File: src/hdl/smf_pkg.sv
// Purpose: constants and carriers for the servo motion control field decoder
// Assumes: field is the 32-bit word from bytes 4..7 of a servo command frame
// Notes: byte addresses of the register map are word aligned
package smf_pkg;
  // field bit positions
  localparam int PAUSE_BIT    = 0;
  localparam int CANCEL_BIT   = 1;
  localparam int STOP_LSB     = 2;
  localparam int FILT_LSB     = 4;
  localparam int REQA_BIT     = 8;
  localparam int REQB_BIT     = 9;
  localparam int SRCA_LSB     = 10;
  localparam int SRCB_LSB     = 12;
  localparam int MONA_LSB     = 16;
  localparam int MONB_LSB     = 20;
  localparam int MONC_LSB     = 24;
  localparam logic [31:0] FIELD_USED_MASK = 32'h0fff3f3f;
  // frame placement of the field
  localparam int FIELD_FIRST_BYTE = 4;
  localparam int FIELD_LAST_BYTE  = 7;
  // register byte addresses
  localparam logic [7:0] ADDR_FIELD   = 8'h00;
  localparam logic [7:0] ADDR_CTRL    = 8'h04;
  localparam logic [7:0] ADDR_STATUS  = 8'h08;
  localparam logic [7:0] ADDR_LATCH   = 8'h0c;
  localparam logic [7:0] ADDR_MONITOR = 8'h10;
  // reset values
  localparam logic [31:0] FIELD_RESET = 32'h00000000;
  // bus responses
  localparam logic [1:0] RESP_OKAY   = 2'b00;
  localparam logic [1:0] RESP_SLVERR = 2'b10;
  // stop styles
  localparam logic [1:0] STOP_DECEL = 2'h0;
  localparam logic [1:0] STOP_IMMED = 2'h1;
  // reference filters
  localparam logic [1:0] FILT_NONE = 2'h0;
  localparam logic [1:0] FILT_EXP  = 2'h1;
  localparam logic [1:0] FILT_AVG  = 2'h2;

  // decoded level controls
  typedef struct packed {
    logic       holdMove;
    logic       abortMove;
    logic       stopImmediate;
    logic [1:0] referenceFilterSelect;
    logic       stopStyleBad;
    logic       filterBad;
  } smf_ctrl_t;

  // one latch channel
  typedef struct packed {
    logic       armed;
    logic [1:0] source;
  } smf_latch_t;
endpackage

File: src/hdl/smf_decoder.sv
// Purpose: decode the servo motion control field into move and latch controls
// Assumes: software writes each new frame's field into the field register
// Notes: latch edges are seen between successive field writes
`timescale 1ns/1ps

module smf_decoder #(
  parameter int ADDR_W = 8
) (
  // clock and reset
  input  wire logic              clk,
  input  wire logic              rst,
  // axi4-lite write address
  input  wire logic [ADDR_W-1:0] s_axi_awaddr,
  input  wire logic              s_axi_awvalid,
  output logic                   s_axi_awready,
  // axi4-lite write data
  input  wire logic [31:0]       s_axi_wdata,
  input  wire logic [3:0]        s_axi_wstrb,
  input  wire logic              s_axi_wvalid,
  output logic                   s_axi_wready,
  // axi4-lite write response
  output logic [1:0]             s_axi_bresp,
  output logic                   s_axi_bvalid,
  input  wire logic              s_axi_bready,
  // axi4-lite read address
  input  wire logic [ADDR_W-1:0] s_axi_araddr,
  input  wire logic              s_axi_arvalid,
  output logic                   s_axi_arready,
  // axi4-lite read data
  output logic [31:0]            s_axi_rdata,
  output logic [1:0]             s_axi_rresp,
  output logic                   s_axi_rvalid,
  input  wire logic              s_axi_rready,
  // motion and latch controls
  output smf_pkg::smf_ctrl_t     moveCtrl,
  output smf_pkg::smf_latch_t    latchA,
  output smf_pkg::smf_latch_t    latchB,
  output logic [11:0]            monitorEcho,
  output logic                   latchConflict
);

  // bus state
  logic              awHeld, next_awHeld;
  logic              wHeld, next_wHeld;
  logic [ADDR_W-1:0] awAddr, next_awAddr;
  logic [31:0]       wData, next_wData;
  logic [3:0]        wStrb, next_wStrb;
  logic              bValid, next_bValid;
  logic [1:0]        bResp, next_bResp;
  logic              rValid, next_rValid;
  logic [1:0]        rResp, next_rResp;
  logic [31:0]       rData, next_rData;
  // field state
  logic [31:0]       field, next_field;
  logic [31:0]       prevField, next_prevField;
  logic              fieldNew, next_fieldNew;
  logic              latchClear, next_latchClear;
  smf_pkg::smf_ctrl_t  ctrl, next_ctrl;
  smf_pkg::smf_latch_t la, next_la;
  smf_pkg::smf_latch_t lb, next_lb;
  logic [11:0]       mon, next_mon;
  logic              conflict, next_conflict;
  // helpers
  logic              doWrite;
  logic [31:0]       mergedData;
  logic              edgeA;
  logic              edgeB;
  logic [1:0]        srcA;
  logic [1:0]        srcB;

  // bus channel handshakes and register access
  always_comb begin
    next_awHeld    = awHeld;
    next_wHeld     = wHeld;
    next_awAddr    = awAddr;
    next_wData     = wData;
    next_wStrb     = wStrb;
    next_bValid    = bValid;
    next_bResp     = bResp;
    next_rValid    = rValid;
    next_rResp     = rResp;
    next_rData     = rData;
    next_field     = field;
    next_fieldNew  = 1'b0;
    next_latchClear = 1'b0;
    doWrite        = awHeld && wHeld && !bValid;
    mergedData     = field;
    for (int i = 0; i < 4; i++) begin
      if (wStrb[i]) begin
        mergedData[i*8 +: 8] = wData[i*8 +: 8];
      end
    end
    if (s_axi_awvalid && !awHeld) begin
      next_awHeld = 1'b1;
      next_awAddr = s_axi_awaddr;
    end
    if (s_axi_wvalid && !wHeld) begin
      next_wHeld = 1'b1;
      next_wData = s_axi_wdata;
      next_wStrb = s_axi_wstrb;
    end
    if (doWrite) begin
      next_awHeld = 1'b0;
      next_wHeld  = 1'b0;
      next_bValid = 1'b1;
      next_bResp  = smf_pkg::RESP_OKAY;
      case (awAddr[7:0])
        smf_pkg::ADDR_FIELD: begin
          next_field    = mergedData;
          next_fieldNew = 1'b1;
        end
        smf_pkg::ADDR_CTRL: begin
          next_latchClear = wStrb[0] && wData[0];
        end
        default: begin
          next_bResp = smf_pkg::RESP_SLVERR;
        end
      endcase
    end
    if (bValid && s_axi_bready) begin
      next_bValid = 1'b0;
    end
    if (s_axi_arvalid && !rValid) begin
      next_rValid = 1'b1;
      next_rResp  = smf_pkg::RESP_OKAY;
      case (s_axi_araddr[7:0])
        smf_pkg::ADDR_FIELD:   next_rData = field;
        smf_pkg::ADDR_CTRL:    next_rData = 32'h00000000;
        smf_pkg::ADDR_STATUS:  next_rData = {25'h0, conflict, ctrl.filterBad, ctrl.stopStyleBad,
                                             ctrl.referenceFilterSelect, ctrl.stopImmediate,
                                             ctrl.abortMove | ctrl.holdMove};
        smf_pkg::ADDR_LATCH:   next_rData = {26'h0, lb.armed, lb.source, la.armed, la.source};
        smf_pkg::ADDR_MONITOR: next_rData = {20'h0, mon};
        default: begin
          next_rData = 32'h00000000;
          next_rResp = smf_pkg::RESP_SLVERR;
        end
      endcase
    end else if (rValid && s_axi_rready) begin
      next_rValid = 1'b0;
    end
  end

  // field decode and latch arming
  always_comb begin
    edgeA          = fieldNew && field[smf_pkg::REQA_BIT] && !prevField[smf_pkg::REQA_BIT];
    edgeB          = fieldNew && field[smf_pkg::REQB_BIT] && !prevField[smf_pkg::REQB_BIT];
    srcA           = field[smf_pkg::SRCA_LSB +: 2];
    srcB           = field[smf_pkg::SRCB_LSB +: 2];
    next_prevField = fieldNew ? field : prevField;
    next_la        = la;
    next_lb        = lb;
    next_conflict  = conflict;
    // decode has no alarm input: it acts whatever the command state is
    next_ctrl.holdMove              = field[smf_pkg::PAUSE_BIT];
    next_ctrl.abortMove             = field[smf_pkg::CANCEL_BIT];
    next_ctrl.stopImmediate         = field[smf_pkg::STOP_LSB +: 2] == smf_pkg::STOP_IMMED;
    next_ctrl.stopStyleBad          = field[smf_pkg::STOP_LSB + 1];
    next_ctrl.referenceFilterSelect = field[smf_pkg::FILT_LSB +: 2];
    next_ctrl.filterBad             = field[smf_pkg::FILT_LSB +: 2] == 2'h3;
    next_mon = {field[smf_pkg::MONC_LSB +: 4], field[smf_pkg::MONB_LSB +: 4],
                field[smf_pkg::MONA_LSB +: 4]}; // reserved bits never decoded
    if (latchClear) begin
      next_la.armed = 1'b0;
      next_lb.armed = 1'b0;
      next_conflict = 1'b0;
    end
    // a request whose source the other armed channel already uses is dropped
    if (edgeA && edgeB && srcA == srcB) begin
      // a wins the tie, unless b already holds that source
      if (!(lb.armed && lb.source == srcA)) begin
        next_la = '{armed: 1'b1, source: srcA};
      end
      next_conflict = 1'b1;
    end else begin
      if (edgeA) begin
        if (lb.armed && lb.source == srcA) begin
          next_conflict = 1'b1;
        end else begin
          next_la = '{armed: 1'b1, source: srcA};
        end
      end
      if (edgeB) begin
        if (la.armed && la.source == srcB) begin
          next_conflict = 1'b1;
        end else begin
          next_lb = '{armed: 1'b1, source: srcB};
        end
      end
    end
  end

  // register all state
  always_ff @(posedge clk) begin
    if (rst) begin
      awHeld     <= 1'b0;
      wHeld      <= 1'b0;
      awAddr     <= '0;
      wData      <= 32'h00000000;
      wStrb      <= 4'h0;
      bValid     <= 1'b0;
      bResp      <= smf_pkg::RESP_OKAY;
      rValid     <= 1'b0;
      rResp      <= smf_pkg::RESP_OKAY;
      rData      <= 32'h00000000;
      field      <= smf_pkg::FIELD_RESET;
      prevField  <= smf_pkg::FIELD_RESET;
      fieldNew   <= 1'b0;
      latchClear <= 1'b0;
      ctrl       <= '0;
      la         <= '0;
      lb         <= '0;
      mon        <= 12'h000;
      conflict   <= 1'b0;
    end else begin
      awHeld     <= next_awHeld;
      wHeld      <= next_wHeld;
      awAddr     <= next_awAddr;
      wData      <= next_wData;
      wStrb      <= next_wStrb;
      bValid     <= next_bValid;
      bResp      <= next_bResp;
      rValid     <= next_rValid;
      rResp      <= next_rResp;
      rData      <= next_rData;
      field      <= next_field;
      prevField  <= next_prevField;
      fieldNew   <= next_fieldNew;
      latchClear <= next_latchClear;
      ctrl       <= next_ctrl;
      la         <= next_la;
      lb         <= next_lb;
      mon        <= next_mon;
      conflict   <= next_conflict;
    end
  end

  // outputs straight from flip-flops
  assign s_axi_awready = !awHeld;
  assign s_axi_wready  = !wHeld;
  assign s_axi_bvalid  = bValid;
  assign s_axi_bresp   = bResp;
  assign s_axi_arready = !rValid;
  assign s_axi_rvalid  = rValid;
  assign s_axi_rresp   = rResp;
  assign s_axi_rdata   = rData;
  assign moveCtrl      = ctrl;
  assign latchA        = la;
  assign latchB        = lb;
  assign monitorEcho   = mon;
  assign latchConflict = conflict;

endmodule

File: config.mk
export PLATFORM = sky130hd
export DESIGN_NAME = smf_decoder
export DESIGN_NICKNAME = d
export VERILOG_FILES = /design/src/hdl/smf_pkg.sv /design/src/hdl/smf_decoder.sv
export SDC_FILE = /design/constraint.sdc
export NUM_CORES = 1
export LEC_CHECK = 0
export BUFFER_PORTS_ARGS = -buffer_cell sky130_fd_sc_hd__buf_2
export CORE_MARGIN = 5
export CORE_UTILIZATION = 50
export DETAILED_ROUTE_END_ITERATION = 8
export GPL_ROUTABILITY_DRIVEN = 0
export HOLD_SLACK_MARGIN = 0.06
export PLACE_DENSITY = 0.86
export SYNTH_ARGS = -nofsm -noshare
export SYNTH_HDL_FRONTEND = slang
export SYNTH_SLANG_ARGS = --single-unit
File: constraint.sdc
create_clock -name clk -period 4.6 [get_ports clk]
set_input_delay 0.69 -clock clk [delete_from_list [all_inputs] [get_ports clk]]
set_output_delay 0.69 -clock clk [all_outputs]
set_load 0.05 [all_outputs]
# [Word-level counts from Yosys, hierarchy flattened]
# Index checks and enable logic that the tools add are counted.
# W data, S select, Z words.
[totals] register_bits=154 in_bits=59 output_inout_bits=67
[classes] eq_ne=10 muxes=20 bitwise_logic=5 n_reduce_logical=37
[op_table] cell="$pmux W32 S4" count=1
[op_table] cell="$mux W3" count=6
[op_table] cell="$eq A8 B3 Y1 const B" count=2
[op_table] cell="$eq A8 B4 Y1 const B" count=2
[op_table] cell="$logic_and A1 B1 Y1" count=16
[op_table] cell="$logic_not A8 Y1" count=2
[op_table] cell="$reduce_and A3 Y1" count=5
[op_table] cell="$mux W1" count=11
[op_table] cell="$eq A8 B5 Y1 const B" count=1
[op_table] cell="$reduce_or A2 Y1" count=4
[op_table] cell="$eq A2 B2 Y1" count=3
[op_table] cell="$logic_not A1 Y1" count=6
[op_table] cell="$reduce_or A5 Y1" count=1
[op_table] cell="$mux W2" count=2
[op_table] cell="$not A1 Y1" count=4
[op_table] cell="$reduce_bool A2 Y1" count=2
[op_table] cell="$reduce_or A3 Y1" count=1
[op_table] cell="$eq A2 B1 Y1 const B" count=1
[op_table] cell="$eq A2 B2 Y1 const B" count=1
[op_table] cell="$or A1 B1 Y1" count=1

# [Logic depth before layout (Yosys ltp)]
[logic_depth] ltp_word=7 depth_mapped=6 depth_no_buf=4

# [Least setup slack after synthesis]
# Ideal clock, no wire load.
[synth_timing] path_type="input -> register" from="input port s_axi_araddr[4]" to="register rData[6], in the netlist s_axi_rdata[6]" arrival_ns=1.794 slack_ns=2.735 stages=6 n_path_buf=2 path_cell_list="buf_2 -> nand2b_1 -> buf_2 -> o22a_1 -> or4_1 -> a21oi_1"
[synth_via] elab_chain_len=2 word_cells_on_any_way=5
[synth_rtl] item="from (decl)" line_no="smf_decoder.sv:26" text="input wire logic [ADDR_W-1:0] s_axi_araddr,"
[synth_rtl] item="$eq A8 B5 Y1, or another cell as far along" line_no="smf_decoder.sv:126" text="case (s_axi_araddr[7:0])"
[synth_rtl] item="$pmux W32 S4 (*)" line_no="smf_decoder.sv:126"
[synth_rtl] item="to (signal assigned)" line_no="smf_decoder.sv:225" text="rData <= next_rData;"
[synth_rtl] item="to (decl)" line_no="smf_decoder.sv:52" text="logic [31:0] rData, next_rData;"
# Mark *: on every way between the ends. The rest lies on a longest branch, timed or not.
# A chain may end at the register's enable or synchronous reset.

# [Final worst setup path]
[layout_timing] from="register rValid, in the netlist s_axi_rvalid" to="register rData[7], in the netlist s_axi_rdata[7]"
[layout_via] elab_chain_len=2
[layout_rtl] item="from (decl)" line_no="smf_decoder.sv:50" text="logic rValid, next_rValid;"
[layout_rtl] item="from (signal assigned)" line_no="smf_decoder.sv:223" text="rValid <= next_rValid;"
[layout_rtl] item="$logic_not A1 Y1" line_no="smf_decoder.sv:123" text="if (s_axi_arvalid && !rValid) begin"
[layout_rtl] item="$logic_and A1 B1 Y1" line_no="smf_decoder.sv:123"
# Every way passes these cells.

==> metrics.txt <==
result of the run completed; Clk Tree Root Cell sky130_fd_sc_hd__clkbuf_8; leftover overflow at the end of global routing 0; CP top delay family simple AND/OR/NAND/NOR gates; period utilization 0.437; logic depth of the worst register-to-register path 3; timing-limited maximum frequency 0.497 GHz; Seq cells post-synth 144; Power per Cell Area between 400 and 500 nW/µm²; number of buffers on the longest clock path 2; headroom to the max-slew limit 0.264; CTS sink count 144; final count of hold timing violations 0; Cells on Worst Hold Path 3; final layout net count 722; CTS resizes 0; Placeable Area 10400 µm²; number of synthesized flops with an enable pin 0; # Max-Cap Violations 0; CP max stage cell sky130_fd_sc_hd__or4_4; CTS tree done; Critical Path, Cell by Cell nand2b_1 > or4_4 > o21ai_1; Critical path buffers and inverters 0; reg-to-reg critical path startpoint s_axi_rvalid$_SDFFE_PP0P_; fraction of final layout cells sized beyond drive strength 1 0.249; Synth-to-Final Area Change 22.6%; Crit path required time 5.04 ns; worst hold start s_axi_wdata[27]; ranking of synthesized cells by area sky130_fd_sc_hd__dfxtp_1 (54%), sky130_fd_sc_hd__mux2i_1 (12%), sky130_fd_sc_hd__nand2_1 (5.7%); DR WL/cell between 15 and 20 µm; Antenna diodes 0; PortBufs 123; Crit path arrival time 2.45 ns; DRC errors left 0; crit-path max cell delay 0.77 ns; Die X 113 µm; Avg Inst Size Synth 9.63 µm²; Detailed Route WL roughly 13000 µm; share of flip-flops with an asynchronous set or reset 0; static leakage power 3.01 nW; path length in cells of the critical path 3; leading register cell type out of synthesis sky130_fd_sc_hd__dfxtp_1; portion of synthesized cell area occupied by the leading cell type 0.539; Die ar. 12900 µm²; Final Critical Period just over 2 ns; largest fanout of any net on the critical path 26; total vias in the final route 4240; critical path start-end classification register to register; Seq/Total Area, Yosys 0.539; starting density of the core 0.516; hold bufs inserted after CTS 0; die height 113 µm; # H-tree levels 4; total power 2.75 mW; Peak supply drop around 0.00021 V; Min-Delay Path Class input port to register; top-count cell post-synth sky130_fd_sc_hd__dfxtp_1; clock latency of the later-clocked register in the worst-skew pair 0.52 ns; Inserted Clock Buffers 17; Worst Max-Slew Pin Slew 1.10 ns; list of most frequent post-synthesis cells sky130_fd_sc_hd__dfxtp_1 (144), sky130_fd_sc_hd__nand2_1 (81), sky130_fd_sc_hd__nor2_1 (72); library cell occupying the most area in the post-synthesis netlist sky130_fd_sc_hd__dfxtp_1; Post-CTS Setup Repair Bufs 0; nature of the critical path endpoint register; total number of placement rows 37; Unique masters post-synth approximately 40; GRT Total Usage 0.205; worst clock skew on the final layout approximately 0.0066 ns; count of yosys warnings during synthesis 0; combined area of all synthesized cells between 5000 and 6000 µm²; number of antenna violations at the first check in global routing 0; top-level I/O count 126; detailed placer's ending HPWL approximately 9500 µm; number of global-route vias before repair about 4400; number of instances in the synthesized netlist 555; initial DRC count 341; crit start category register; Antenna Nets Post-Route 0; Initial DRT Pass Iterations 4; Worst-path clk slew 0.06 ns; via density per instance roughly 5.2; pin count of the biggest net entering global routing 79; setup repair after global routing missed its margin no; first-pass GRT wire length 20800 µm; number of setup violations in the final report 0; Sum Neg Setup Slack 0 ns; Final Slew Violations 0; launch point of the worst path s_axi_rvalid$_SDFFE_PP0P_
==> registers in the layout, indices dropped and copies added, names as in the netlist, 2 cells and up <==
name	flops
moveCtrl	7
latchA	3
field	32
prevField	2
wData	32
latchB	3
monitorEcho	12
wStrb	4
awAddr	8
s_axi_rdata	32
==> kinds of logic after synthesis <==
| group | after synthesis | synth area share |
|---|---|---|
| AO/OA/AOI/OAI | 87 | 0.104 |
| XOR/XNOR | 6 | 0.00983 |
| buffers and inverters | 43 | 0.0353 |
| flip-flops | 144 | 0.539 |
| multiplexers | 62 | 0.116 |
| other | 1 | 0.000701 |
| AND/OR/NAND/NOR | 212 | 0.194 |
==> layer usage <==
layer / global-route usage / vias up / part of all wire
li1: - / 2094 / -
met1: 0.223 / 1989 / 0.40
met4: 0.0954 / 0 / 0.019
met2: 0.355 / 138 / 0.51
met3: 0.0727 / 19 / 0.071
met5: 0 / - / 0
==> layout make-up <==
| cell class | instances | area [µm²] |
|---|---|---|
| clock inverter | 9 | 80.1 |
| clock buffer | 23 | 487 |
| fill | 811 | 3810 |
| sequential | 144 | 2880 |
| timing repair buffer | 125 | 633 |
| inverter | 6 | 22.5 |
| multi-input combinational | 369 | 2280 |
| tap | 136 | 170 |
==> placed cells by master, fill, tap and decap left out, drive strengths merged, types with 2 or more instances in the layout <==
cell    synthesis  layout
a21oi          42      42
a22o            6       6
a22oi          20      20
buf             8     125
clkbuf         29      23
clkinv          0       6
conb            1       2
dfxtp         144     144
inv             6       7
mux2i          62      62
nand2          81      81
nand2b          8       8
nand3           3       3
nand4           4       4
nor2           72      72
nor2b          22      22
nor3            9       9
nor3b           2       2
nor4            3       3
o21ai           6       6
o22ai           6       6
or4             2       2
xnor2           4       4
xor2            2       2
==> final timing paths <==
path                                   to  slack (ns)
max reg2reg   s_axi_rdata[7]$_SDFFE_PP0P_        2.59
min reg2reg  s_axi_rdata[11]$_SDFFE_PP0P_        0.45
max           s_axi_rdata[7]$_SDFFE_PP0P_        2.59
min                wData[27]$_SDFFE_PP0P_        0.41
==> where the power goes <==
part | leakage [nW] | internal (mW) | total, mW | switching [mW]
sequential | 1.17 | 1.28 | 1.30 | 0.0215
clock | 0.284 | 0.786 | 1.28 | 0.497
combinational | 1.56 | 0.0563 | 0.165 | 0.109
total | 3.01 | 2.12 | 2.75 | 0.628
==> per-stage QoR <==
step	area, µm²	instances	util	hold slack, ns	setup slack (ns)
3_5_place_dp	5990	780	0.578	0.444	2.22
3_3_place_gp	5990	780	0.578	0.442	2.27
4_1_cts	6560	812	0.632	0.384	2.60
6_report	6560	812	0.632	0.407	2.59
5_1_grt	6560	812	0.632	0.392	2.49
2_1_floorplan	5350	556	-	0.434	2.74
==> tightest hold or removal path, cell delays in order <==
cell and delay [ns]:
sky130_fd_sc_hd__buf_2 0.09, sky130_fd_sc_hd__nand2_1 0.04, sky130_fd_sc_hd__a21oi_1 0.05
Note: power is estimated with default switching activity, not from simulation.
